## src/gcmcr_pkg.sv

```systemverilog
// Shared constants for the channel-1 gain calibration and map checksum slice
package gcmcr_pkg;

  // Bus geometry: each register takes one aligned 32-bit word
  localparam int AVS_ADDR_W = 8;
  localparam int AVS_DATA_W = 32;
  localparam int AVS_BE_W   = 4;
  localparam int REG_W      = 16;
  localparam int IDX_W      = 6;
  localparam int IDX_LSB    = 2;    // Byte address is four times the register index

  // Register indices as printed in the map
  localparam logic [5:0] IDX_GAIN_UPPER = 6'h11;
  localparam logic [5:0] IDX_GAIN_LOWER = 6'h12;
  localparam logic [5:0] IDX_CHECKSUM   = 6'h3E;
  localparam logic [5:0] IDX_RESERVED   = 6'h3F;

  // Gain value layout: unsigned fraction, full scale just below 2.0
  localparam int GAIN_W        = 24;
  localparam int GAIN_FRAC_W   = 23;  // One integer bit, 23 fraction bits
  localparam int GAIN_HIGH_POS = 8;   // Upper word holds gain [23:8]
  localparam int GAIN_LOW_W    = 8;   // Lower word holds gain [7:0]
  localparam int GAIN_LOW_POS  = 8;   // ... in bits [15:8] of the lower word

  // Reset values
  localparam logic [15:0] RST_GAIN_UPPER = 16'h8000;
  localparam logic [7:0]  RST_GAIN_LOW   = 8'h00;
  localparam logic [15:0] RST_CHECKSUM   = 16'h0000;
  localparam logic [15:0] RST_RESERVED   = 16'h0000;
  localparam logic [7:0]  RSVD_LOW_BYTE  = 8'h00;
  localparam logic [31:0] UNMAPPED_READ  = 32'h0000_0000;

  // Checksum polynomial and seed
  localparam logic [15:0] CRC_POLY = 16'h1021;
  localparam logic [15:0] CRC_SEED = 16'hFFFF;
  localparam int          CRC_IN_W = 40;

  // Bus handshake states
  typedef enum logic [0:0] {
    ST_IDLE,
    ST_ACK
  } gcmcr_bus_state_e;

endpackage : gcmcr_pkg

```

## src/gcmcr_crc.sv

```systemverilog
`timescale 1ns/1ps
// Checksum over the stored map contents, bit-serial CRC unrolled in one cycle
module gcmcr_crc #(
  parameter int DATA_W = gcmcr_pkg::CRC_IN_W
) (
  input  wire logic [DATA_W-1:0] data,
  output logic      [15:0]       crc
);

  // Shift one bit at a time, most significant bit first
  always_comb begin
    logic [15:0] acc;
    logic        fb;
    acc = gcmcr_pkg::CRC_SEED;
    fb  = 1'b0;
    for (int i = DATA_W - 1; i >= 0; i--) begin
      fb  = acc[15] ^ data[i];
      acc = {acc[14:0], 1'b0};
      if (fb) begin
        acc = acc ^ gcmcr_pkg::CRC_POLY;
      end
    end
    crc = acc;
  end

endmodule : gcmcr_crc

```

## src/gcmcr_regs.sv

```systemverilog
// Decided for this implementation: the Avalon-MM interface to the registers.
`timescale 1ns/1ps
// Function
// - Upper gain word holds gain bits 23..8, all sixteen bits read and write.
// - Lower gain word holds gain bits 7..0 high; low byte reads zero, ignores writes.
// - Combined 24-bit gain is an unsigned fraction from zero to just under two.
// - Upper gain word at index 11h resets to 8000h, unity gain.
// - Lower gain word at index 12h resets to 0000h.
// - Read-only checksum word at index 3Eh reports the map checksum; writes ignored.
// - Checksum word reads 0000h straight after reset.
module gcmcr_regs #(
  parameter int ADDR_W = gcmcr_pkg::AVS_ADDR_W
) (
  input  wire logic                            core_clk,
  input  wire logic                            rst,
  input  wire logic [ADDR_W-1:0]               address,
  input  wire logic                            read,
  input  wire logic                            write,
  input  wire logic [gcmcr_pkg::AVS_DATA_W-1:0] writedata,
  input  wire logic [gcmcr_pkg::AVS_BE_W-1:0]   byteenable,
  output logic      [gcmcr_pkg::AVS_DATA_W-1:0] readdata,
  output logic                                 waitrequest,
  output logic      [gcmcr_pkg::GAIN_W-1:0]     gainCorrection,
  output logic      [gcmcr_pkg::REG_W-1:0]      mapChecksum
);

  // Merge write data into a 16-bit word by the two low byte enables
  function automatic logic [15:0] mergeLanes(
    input logic [15:0] oldWord,
    input logic [15:0] newWord,
    input logic [1:0]  lanes
  );
    logic [15:0] res;
    res = oldWord;
    if (lanes[0]) begin
      res[7:0] = newWord[7:0];
    end
    if (lanes[1]) begin
      res[15:8] = newWord[15:8];
    end
    return res;
  endfunction : mergeLanes

  // Register index from a byte address
  function automatic logic [gcmcr_pkg::IDX_W-1:0] regIndex(input logic [ADDR_W-1:0] addr);
    return addr[gcmcr_pkg::IDX_LSB +: gcmcr_pkg::IDX_W];
  endfunction : regIndex

  // Zero-extend one register word onto the read bus
  function automatic logic [gcmcr_pkg::AVS_DATA_W-1:0] widenWord(input logic [gcmcr_pkg::REG_W-1:0] word);
    return {{(gcmcr_pkg::AVS_DATA_W - gcmcr_pkg::REG_W){1'b0}}, word};
  endfunction : widenWord

  // Software view of one register; unmapped indices read as zero
  function automatic logic [gcmcr_pkg::AVS_DATA_W-1:0] readWord(
    input logic [gcmcr_pkg::IDX_W-1:0] index,
    input logic [gcmcr_pkg::REG_W-1:0] upperWord,
    input logic [gcmcr_pkg::REG_W-1:0] lowerWord,
    input logic [gcmcr_pkg::REG_W-1:0] checkWord,
    input logic [gcmcr_pkg::REG_W-1:0] spareWord
  );
    logic [gcmcr_pkg::AVS_DATA_W-1:0] res;
    res = gcmcr_pkg::UNMAPPED_READ;
    unique case (index)
      gcmcr_pkg::IDX_GAIN_UPPER: res = widenWord(upperWord);
      gcmcr_pkg::IDX_GAIN_LOWER: res = widenWord(lowerWord);
      gcmcr_pkg::IDX_CHECKSUM:   res = widenWord(checkWord);
      gcmcr_pkg::IDX_RESERVED:   res = widenWord(spareWord);
      default:                   res = gcmcr_pkg::UNMAPPED_READ;
    endcase
    return res;
  endfunction : readWord

  // Join both stored fields into the unsigned gain, one integer bit
  function automatic logic [gcmcr_pkg::GAIN_W-1:0] joinGain(
    input logic [gcmcr_pkg::REG_W-1:0]      highPart,
    input logic [gcmcr_pkg::GAIN_LOW_W-1:0] lowPart
  );
    return {highPart, lowPart};
  endfunction : joinGain

  // Stored state
  gcmcr_pkg::gcmcr_bus_state_e        state;
  gcmcr_pkg::gcmcr_bus_state_e        next_state;
  logic                               next_waitrequest;
  logic [gcmcr_pkg::AVS_DATA_W-1:0]   next_readdata;
  logic [gcmcr_pkg::REG_W-1:0]        gainHigh;
  logic [gcmcr_pkg::REG_W-1:0]        next_gainHigh;
  logic [gcmcr_pkg::GAIN_LOW_W-1:0]   gainLow;
  logic [gcmcr_pkg::GAIN_LOW_W-1:0]   next_gainLow;
  logic [gcmcr_pkg::REG_W-1:0]        reservedWord;
  logic [gcmcr_pkg::REG_W-1:0]        next_reservedWord;
  logic [gcmcr_pkg::REG_W-1:0]        next_mapChecksum;
  logic [gcmcr_pkg::GAIN_W-1:0]       next_gainCorrection;

  // Decode helpers
  logic [gcmcr_pkg::IDX_W-1:0]        idx;
  logic                               wrTaken;
  logic                               mapWritten;
  logic [gcmcr_pkg::REG_W-1:0]        wrWord;
  logic [gcmcr_pkg::REG_W-1:0]        lowerMerged;
  logic [gcmcr_pkg::REG_W-1:0]        lowerView;
  logic [gcmcr_pkg::REG_W-1:0]        crcValue;

  assign idx     = regIndex(address);
  assign wrWord  = writedata[gcmcr_pkg::REG_W-1:0];
  // A write lands only at the edge where waitrequest is seen low
  assign wrTaken = (state == gcmcr_pkg::ST_ACK) && write;

  // Lower word as software sees it: low byte always zero
  assign lowerView = {gainLow, gcmcr_pkg::RSVD_LOW_BYTE};

  // Bus handshake: one wait cycle, then a single-cycle acknowledge
  always_comb begin
    next_state       = state;
    next_waitrequest = 1'b1;
    next_readdata    = readdata;
    unique case (state)
      gcmcr_pkg::ST_IDLE: begin
        if (read || write) begin
          next_state       = gcmcr_pkg::ST_ACK;
          next_waitrequest = 1'b0;
        end
        if (read) begin
          // Data captured here stands at the acknowledge edge and after
          next_readdata = readWord(idx, gainHigh, lowerView, mapChecksum, reservedWord);
        end
      end
      gcmcr_pkg::ST_ACK: begin
        // Master releases after this edge; never re-acknowledge the same request
        next_state = gcmcr_pkg::ST_IDLE;
      end
    endcase
  end

  always_ff @(posedge core_clk) begin
    if (rst) begin
      state       <= gcmcr_pkg::ST_IDLE;
      waitrequest <= 1'b1;
      readdata    <= gcmcr_pkg::UNMAPPED_READ;
    end else begin
      state       <= next_state;
      waitrequest <= next_waitrequest;
      readdata    <= next_readdata;
    end
  end

  // Register writes; unmapped and read-only targets are dropped silently
  always_comb begin
    next_gainHigh     = gainHigh;
    next_gainLow      = gainLow;
    next_reservedWord = reservedWord;
    lowerMerged       = mergeLanes(lowerView, wrWord, byteenable[1:0]);
    mapWritten        = 1'b0;
    if (wrTaken) begin
      unique case (idx)
        gcmcr_pkg::IDX_GAIN_UPPER: begin
          next_gainHigh = mergeLanes(gainHigh, wrWord, byteenable[1:0]);
          mapWritten    = 1'b1;
        end
        gcmcr_pkg::IDX_GAIN_LOWER: begin
          // Only the upper byte is stored, so low-byte data is lost on purpose
          next_gainLow = lowerMerged[gcmcr_pkg::GAIN_LOW_POS +: gcmcr_pkg::GAIN_LOW_W];
          mapWritten   = 1'b1;
        end
        gcmcr_pkg::IDX_RESERVED: begin
          // Stored as written; software is expected to keep it zero
          next_reservedWord = mergeLanes(reservedWord, wrWord, byteenable[1:0]);
          mapWritten        = 1'b1;
        end
        default: begin
          // Checksum word and unmapped indices keep their state
          mapWritten = 1'b0;
        end
      endcase
    end
  end

  // Checksum computed over the values that will be stored after this edge
  gcmcr_crc #(
    .DATA_W (gcmcr_pkg::CRC_IN_W)
  ) u_crc (
    .data ({next_gainHigh, next_gainLow, next_reservedWord}),
    .crc  (crcValue)
  );

  // Derived outputs: gain for the datapath, checksum held between map writes
  always_comb begin
    next_gainCorrection = joinGain(next_gainHigh, next_gainLow);
    next_mapChecksum    = mapChecksum;
    if (mapWritten) begin
      // Only a map write moves it, so it reads 0000h until the first one
      // Trade-off: software must not trust it before that first write
      next_mapChecksum = crcValue;
    end
  end

  // Stored register words
  always_ff @(posedge core_clk) begin
    if (rst) begin
      gainHigh     <= gcmcr_pkg::RST_GAIN_UPPER;
      gainLow      <= gcmcr_pkg::RST_GAIN_LOW;
      reservedWord <= gcmcr_pkg::RST_RESERVED;
    end else begin
      gainHigh     <= next_gainHigh;
      gainLow      <= next_gainLow;
      reservedWord <= next_reservedWord;
    end
  end

  // Output flops, updated at the same edge as the write that feeds them
  always_ff @(posedge core_clk) begin
    if (rst) begin
      mapChecksum    <= gcmcr_pkg::RST_CHECKSUM;
      gainCorrection <= joinGain(gcmcr_pkg::RST_GAIN_UPPER, gcmcr_pkg::RST_GAIN_LOW);
    end else begin
      mapChecksum    <= next_mapChecksum;
      gainCorrection <= next_gainCorrection;
    end
  end

endmodule : gcmcr_regs

```

## config.mk

```make
export PLATFORM = sky130hd
export DESIGN_NAME = gcmcr_regs
export DESIGN_NICKNAME = d
export VERILOG_FILES = /design/src/gcmcr_pkg.sv /design/src/gcmcr_crc.sv /design/src/gcmcr_regs.sv
export SDC_FILE = /design/constraint.sdc
export NUM_CORES = 1
export LEC_CHECK = 0
export ABC_AREA = 1
export BUFFER_PORTS_ARGS = -buffer_cell sky130_fd_sc_hd__buf_2
export CORE_MARGIN = 2
export CORE_UTILIZATION = 35
export DETAILED_ROUTE_END_ITERATION = 7
export GPL_ROUTABILITY_DRIVEN = 0
export GPL_TIMING_DRIVEN = 1
export HOLD_SLACK_MARGIN = 0.1
export PLACE_DENSITY = 0.7
export SLEW_MARGIN = 20
export SYNTH_ARGS = -nofsm -noshare
export SYNTH_HDL_FRONTEND = slang
export SYNTH_SLANG_ARGS = --single-unit
```

## constraint.sdc

```tcl
create_clock -name core_clk -period 2.7 [get_ports core_clk]
set_input_delay 0.405 -clock core_clk [delete_from_list [all_inputs] [get_ports core_clk]]
set_output_delay 0.405 -clock core_clk [all_outputs]
set_load 0.005 [all_outputs]
```

==> results of run 1 <==
==> kinds of logic after synthesis <==
family	share of synthesized area (%)
AND/OR/NAND/NOR	44.68
buffers and inverters	13.69
AO/OA/AOI/OAI	10.25
multiplexers	0.3719
flip-flops	27.52
other	0.06967
XOR/XNOR	3.417
==> layout make-up <==
cell class | count | area [um2]
clock buffers | 10 | 229.0
clock inverters | 6 | 65.06
fillers | 1136 | 6346
inverters | 135 | 541.8
multi-input cells | 642 | 4554
flip-flops and latches | 74 | 1483
well taps | 188 | 235.2
repair buffers | 232 | 1635
==> registers in the layout (all words and copies together), names as in the netlist <==
register	flops
gainCorrection	2
gainHigh	15
gainLow	7
mapChecksum	16
readdata	16
reservedWord	16
state	1
waitrequest	1
==> power by group through the flow <==
stage	combinational (uW)	clock (uW)	sequential (uW)
after floorplan	273	0	1120
after global placement	395	0	1120
after detailed placement	402	0	1120
after CTS	477	1200	1100
after global routing	617	1250	1100
final	588	1200	1100
==> synth_stat cells <==
library cell | n | area share, %
inv_1 | 111 | 7.7
nor2_2 | 3 | 0.35
nand3_4 | 1 | 0.33
o2111ai_1 | 1 | 0.16
a31oi_1 | 1 | 0.12
or2_1 | 2 | 0.23
xnor2_1 | 10 | 1.6
xor2_1 | 11 | 1.8
clkbuf_1 | 15 | 1.0
nor2_1 | 73 | 5.1
nand2_1 | 262 | 18
buf_6 | 1 | 0.21
nand2_2 | 49 | 5.7
o21ai_2 | 4 | 0.65
nand3_2 | 14 | 2.6
inv_2 | 24 | 1.7
nor2_8 | 1 | 0.37
mux2i_1 | 2 | 0.37
dfxtp_1 | 74 | 28
o21ai_0 | 24 | 2.2
o21ai_1 | 9 | 0.84
a21oi_1 | 28 | 2.6
a221oi_1 | 1 | 0.16
nand3b_1 | 7 | 0.98
conb_1 | 1 | 0.070
o22ai_1 | 14 | 1.6
a22oi_1 | 3 | 0.42
nand2_4 | 6 | 1.3
o221ai_1 | 1 | 0.16
nand4_1 | 9 | 1.0
nand3b_4 | 2 | 0.74
a21oi_2 | 1 | 0.16
nand4_2 | 1 | 0.23
nor3_1 | 1 | 0.093
o211ai_1 | 8 | 1.1
buf_4 | 19 | 2.6
nand3_1 | 75 | 7.0
nor2_4 | 2 | 0.42
buf_2 | 4 | 0.37
==> final timing paths <==
path	from	to	slack, ns
worst min register to register	readdata[1]$_SDFFE_PP0P_	readdata[1]$_SDFFE_PP0P_	0.46
worst min-delay path	read	waitrequest$_SDFF_PP1_	0.31
worst max-delay path	state$_SDFF_PP0_	mapChecksum[7]$_SDFFE_PP0P_	-0.71
worst max register to register	state$_SDFF_PP0_	mapChecksum[7]$_SDFFE_PP0P_	-0.71
==> worst max-delay path, stage by stage (launching register included) <==
cell	delay [ns]
dfxtp_2	0.34
nand2_4	0.09
nor2_8	0.18
buf_6	0.14
buf_6	0.09
nand4_1	0.12
nand2_4	0.20
buf_4	0.15
xor2_1	0.22
nand2_1	0.11
nand2_2	0.16
inv_2	0.08
nand3_2	0.08
nand2_4	0.07
nand2_2	0.09
nand2_4	0.10
nand2_8	0.11
nand2_8	0.08
buf_4	0.14
xnor2_1	0.22
nand3_1	0.13
nand2_2	0.11
nand3_1	0.09
nand2_1	0.11
nor2_1	0.05
==> timing repair <==
| action | 4_1_cts | 5_1_grt |
|---|---|---|
| resized for setup | 154 | 125 |
| buffers inserted | 16 | 25 |
| pin swaps | 44 | 65 |
| hold endpoints to repair | 0 | 0 |
| hold buffers | 0 | 0 |
| setup endpoints to repair | 16 | 16 |
==> through the flow <==
stage	power, uW	hold slack, ns	TNS, ns
after floorplan	1397	0.4618	-0.1283
after global placement	1519	0.4505	-8.155
after detailed placement	1526	0.4522	-9.127
after CTS	2776	0.3083	-3.208
after global routing	2965	0.3304	-10.64
final	2887	0.3097	-8.429
==> metal layers <==
layer  up-vias  wire, um  GRT usage [%]
met5         -         0              0
met4         0      1968          11.57
met3       180      2488          4.174
met2       551     11420          39.29
met1      3254      8642          28.97
li1       3157         -              -
==> key figures, run 1 <==
Route
  • Initial DRT Pass Iterations: 8
  • Routed Antenna Nets: 0
  • Via Count: 7142
  • DR DRC count: 0
  • Final WL: 24.52 mm
  • DR vias/cell: 5.549
  • DR WL/cell: 19.05 um
  • Drt initial violations: 780

Pwr
  • Cell-internal power: 2041 uW
  • P_sw: 845.9 uW
  • Switching portion of total power: 29.30%
  • Pwr dens: 330.2 mW/mm2
  • Comb pwr share: 20.4%
  • Static Leak: 0.004336 uW
  • Sequential Power Share: 38.1%
  • Max IR drop VDD: 0.0003186 V
  • Clock power frac: 41.5%

Floorplan
  • Starting Density: 35.67%
  • Die area: 0.01639 mm2
  • # rows: 45
  • # IOs: 121
  • Die span in x: 128.0 um
  • Die Y: 128.0 um
  • Core Footprint: 0.01509 mm2

STA
  • Max Fclk: 0.2931 GHz
  • Unrepaired setup endpoints after global routing: yes
  • Setup violations, final: 16
  • Max transition margin: 53.76%
  • Post-Route Skew: 0.01212 ns
  • Pins Over Slew Limit: 0
  • Fin crit share: 126.4%
  • Final Critical Period: 3.412 ns
  • Final hold vios: 0
  • Worst slew pin tran: 0.6743 ns
  • Setup WS post-layout: -0.7124 ns

Logic synthesis
  • Synth Cell Area: 0.005383 mm2
  • Synth unique cells: 39
  • #FFs+latches synth: 74
  • Sequential area share after synthesis: 27.52%
  • Yosys warning total: 0
  • Mapped Avg Cell Area: 6.152 um2
  • Mapped Cells: 875

Final layout
  • Commonest non-fill, non-tap cell in the layout: nand2_1
  • Fin area: 0.008743 mm2
  • Final non-filler cell total: 1287
  • Most frequent cells in the layout: nand2_1 (163), buf_4 (132), inv_1 (100)
  • Nets@finish: 1142
  • Core Util, Final: 57.94%
  • Layout overhead on the synthesized area: 62.44%
  • Antenna cell count: 0
  • Layout cell share with drive strength beyond 1: 48.32%

Setup path
  • CP Capture Type: flip-flop
  • Arr. time, crit path: 3.63 ns
  • Critical path class: reg -> reg
  • Worst reg2reg path depth: 24
  • Crit path required time: 2.92 ns
  • Startpoint types: flip-flop
  • CP Max Fanout: 7

GRT
  • Tot GR Track Use: 23.43%
  • First-pass GRT wire length: 30.44 mm
  • Largest net degree at the start of global routing: 48
  • Number of global-route vias before repair: 6049
  • GRT overflow: 0
  • Initial antenna violation count: 0

Run
  • Number of max-cap violations: 0

CTS
  • Number of H-tree levels: 3
  • Clk_lat worst skew: 0.34 ns
  • CTS clk-pin slew, worst paths: 0.06 ns
  • Clock root buffer: clkbuf_16
  • CTS Sinks: 74
  • CTS tree: built
  • CTS max path bufs: 2
  • Total CTS buffers: 9

Run status
  • Failing checks: negative setup slack
  • Status: finished, violations left

Placed design
  • Pre-CTS setup slack: -0.6319 ns
  • Dpl cells: 1230
  • HPWL Detailed: 14.13 mm
  • Area after DPL: 0.006903 mm2
  • PortBufs: 84

Min path
  • WHS Path Cells: 2
  • Hold WC Path Type: in -> reg
(Power assumes the default switching activity.)
==> run 2, diff against run 1 <==
--- a/config.mk
+++ b/config.mk
@@ -14,6 +14,7 @@
 export GPL_TIMING_DRIVEN = 1
 export HOLD_SLACK_MARGIN = 0.1
 export PLACE_DENSITY = 0.7
+export SETUP_SLACK_MARGIN = 0.1
 export SLEW_MARGIN = 20
 export SYNTH_ARGS = -nofsm -noshare
 export SYNTH_HDL_FRONTEND = slang
==> key figures, run 2 (same netlist as run 1, synthesis figures left out) <==
Floorplan
  • Die Y: 128.0 um
  • Starting Density: 35.67%
  • Die area: 0.01639 mm2
  • Die span in x: 128.0 um
  • Core Footprint: 0.01509 mm2
  • # IOs: 121
  • # rows: 45

STA
  • Post-Route Skew: 0.004155 ns
  • Setup violations, final: 16
  • Pins Over Slew Limit: 0
  • Fin Setup TNS: -6.105 ns
  • Final hold vios: 0
  • Setup WS post-layout: -0.4741 ns
  • Max Fclk: 0.3150 GHz
  • Unrepaired setup endpoints after global routing: yes
  • Max transition margin: 42.62%
  • Fin crit share: 117.6%
  • Worst slew pin tran: 0.8517 ns
  • Final Critical Period: 3.174 ns
  • Hold Worst Slack: 0.3168 ns

Final layout
  • Layout overhead on the synthesized area: 51.74%
  • # fillers: 1285
  • Commonest non-fill, non-tap cell in the layout: nand2_1
  • Most frequent cells in the layout: nand2_1 (178), buf_4 (107), inv_1 (101)
  • Final non-filler cell total: 1258
  • Layout cell share with drive strength beyond 1: 43.83%
  • Biggest regs: mapChecksum: 16 flops, readdata: 16 flops, reservedWord: 16 flops
  • Antenna cell count: 0
  • Nets@finish: 1113

CTS
  • CTS tree: built
  • Hold-fix buffers at CTS: 0
  • CTS Sinks: 74
  • Total CTS buffers: 9
  • CTS max path bufs: 2
  • Clock root buffer: clkbuf_16
  • Number of H-tree levels: 3
  • Clk_lat worst skew: 0.34 ns
  • CTS clk-pin slew, worst paths: 0.06 ns

Pwr
  • Max IR drop VDD: 0.0003022 V
  • Static Leak: 0.004109 uW
  • Pwr dens: 368.3 mW/mm2

Min path
  • WHS Path Cells: 2
  • Hold WC Path Type: in -> reg
  • HP Start: read
  • Hold endpoint: waitrequest$_SDFF_PP1_

Setup path
  • Worst path max stage delay: 0.34 ns
  • Startpoint types: flip-flop
  • Reg-to-Reg Start: state$_SDFF_PP0_
  • Reg2reg end: mapChecksum[12]$_SDFFE_PP0P_
  • Crit path required time: 2.93 ns
  • Worst path most repeated cell: nand2_4
  • Arr. time, crit path: 3.40 ns
  • CP max-delay cell: dfxtp_2
  • Critical path class: reg -> reg
  • CP Capture Type: flip-flop
  • Worst reg2reg path depth: 26
  • Flop2flop setup slack: -0.47 ns
  • CP Max Fanout: 5

GRT
  • Largest net degree at the start of global routing: 34
  • Tot GR Track Use: 24.41%
  • Number of global-route vias before repair: 6113
  • Initial antenna violation count: 0
  • GRT overflow: 0
  • First-pass GRT wire length: 31.51 mm

Run status
  • Failing checks: negative setup slack
  • Status: finished, violations left

Placed design
  • Dpl cells: 1225
  • Pre-CTS setup slack: -0.7340 ns
  • HPWL Detailed: 14.43 mm
  • PortBufs: 84

Route
  • DR WL/cell: 16.26 um
  • Initial DRT Pass Iterations: 5
  • DR vias/cell: 5.201
  • DR DRC count: 0
  • Routed Antenna Nets: 0
  • Via Count: 6543
  • Drt initial violations: 643
  • Final WL: 20.46 mm

Run
  • Number of max-cap violations: 0
## run 2: routing by layer
metal | part of all wire, % | vias to the layer above | track usage (%)
met1 | 39 | 2984 | 29.85
li1 | - | 3101 | -
met2 | 48 | 375 | 41.71
met4 | 5.4 | 0 | 12.61
met5 | 0 | - | 0
met3 | 8.4 | 83 | 3.506
## run 2: how the worst max path moves through the flow
stage / start / endpoint / slack, ns / cells after the start
after global placement: address[7] / mapChecksum[6]$_SDFFE_PP0P_ / -0.69 / 30
after floorplan: address[7] / mapChecksum[7]$_SDFFE_PP0P_ / -0.02 / 27
after CTS: state$_SDFF_PP0_ / mapChecksum[6]$_SDFFE_PP0P_ / -0.22 / 26
final: state$_SDFF_PP0_ / mapChecksum[12]$_SDFFE_PP0P_ / -0.47 / 26
after detailed placement: address[7] / mapChecksum[6]$_SDFFE_PP0P_ / -0.73 / 30
after global routing: state$_SDFF_PP0_ / mapChecksum[12]$_SDFFE_PP0P_ / -0.64 / 27
## run 2: what timing repair did
action | CTS | global route
buffers inserted | 16 | 1
pin swaps | 73 | 13
gates resized for setup | 157 | 33
cloned | 1 | 0
setup endpoints to repair | 16 | 16
## run 2: final cells by class
cell class / count / area (um2) / area share (%)
clock inverters: 7 / 123.9 / 1.517
repair buffers: 202 / 1356 / 16.61
inverters: 135 / 539.3 / 6.602
flip-flops and latches: 74 / 1483 / 18.15
clock buffers: 9 / 225.2 / 2.757
multi-input cells: 643 / 4205 / 51.49
well taps: 188 / 235.2 / 2.880
## run 2: report_power, final
| group | internal [uW] | total (uW) | switching, uW |
|---|---|---|---|
| registers | 1100 | 1100 | 3.48 |
| logic | 186 | 490 | 304 |
| clock network | 913 | 1420 | 505 |
| total | 2200 | 3010 | 813 |
## run 2: per-stage QoR
| step | utilization, % | area, um2 | total power, uW |
|---|---|---|---|
| final | 54.13 | 8168 | 3008 |
| after global routing | 54.13 | 8168 | 3096 |
| after CTS | 53.18 | 8025 | 2982 |
| after detailed placement | 45.75 | 6903 | 1514 |
| after global placement | 45.75 | 6903 | 1510 |
| after floorplan | - | 5710 | 1403 |
## run 2: critical path, delay by kind of cell (launching register included)
kind | cells | cell delay, ns
simple gates | 19 | 1.87
buf+inv | 6 | 0.68
flops | 1 | 0.34
compound gates | 1 | 0.17
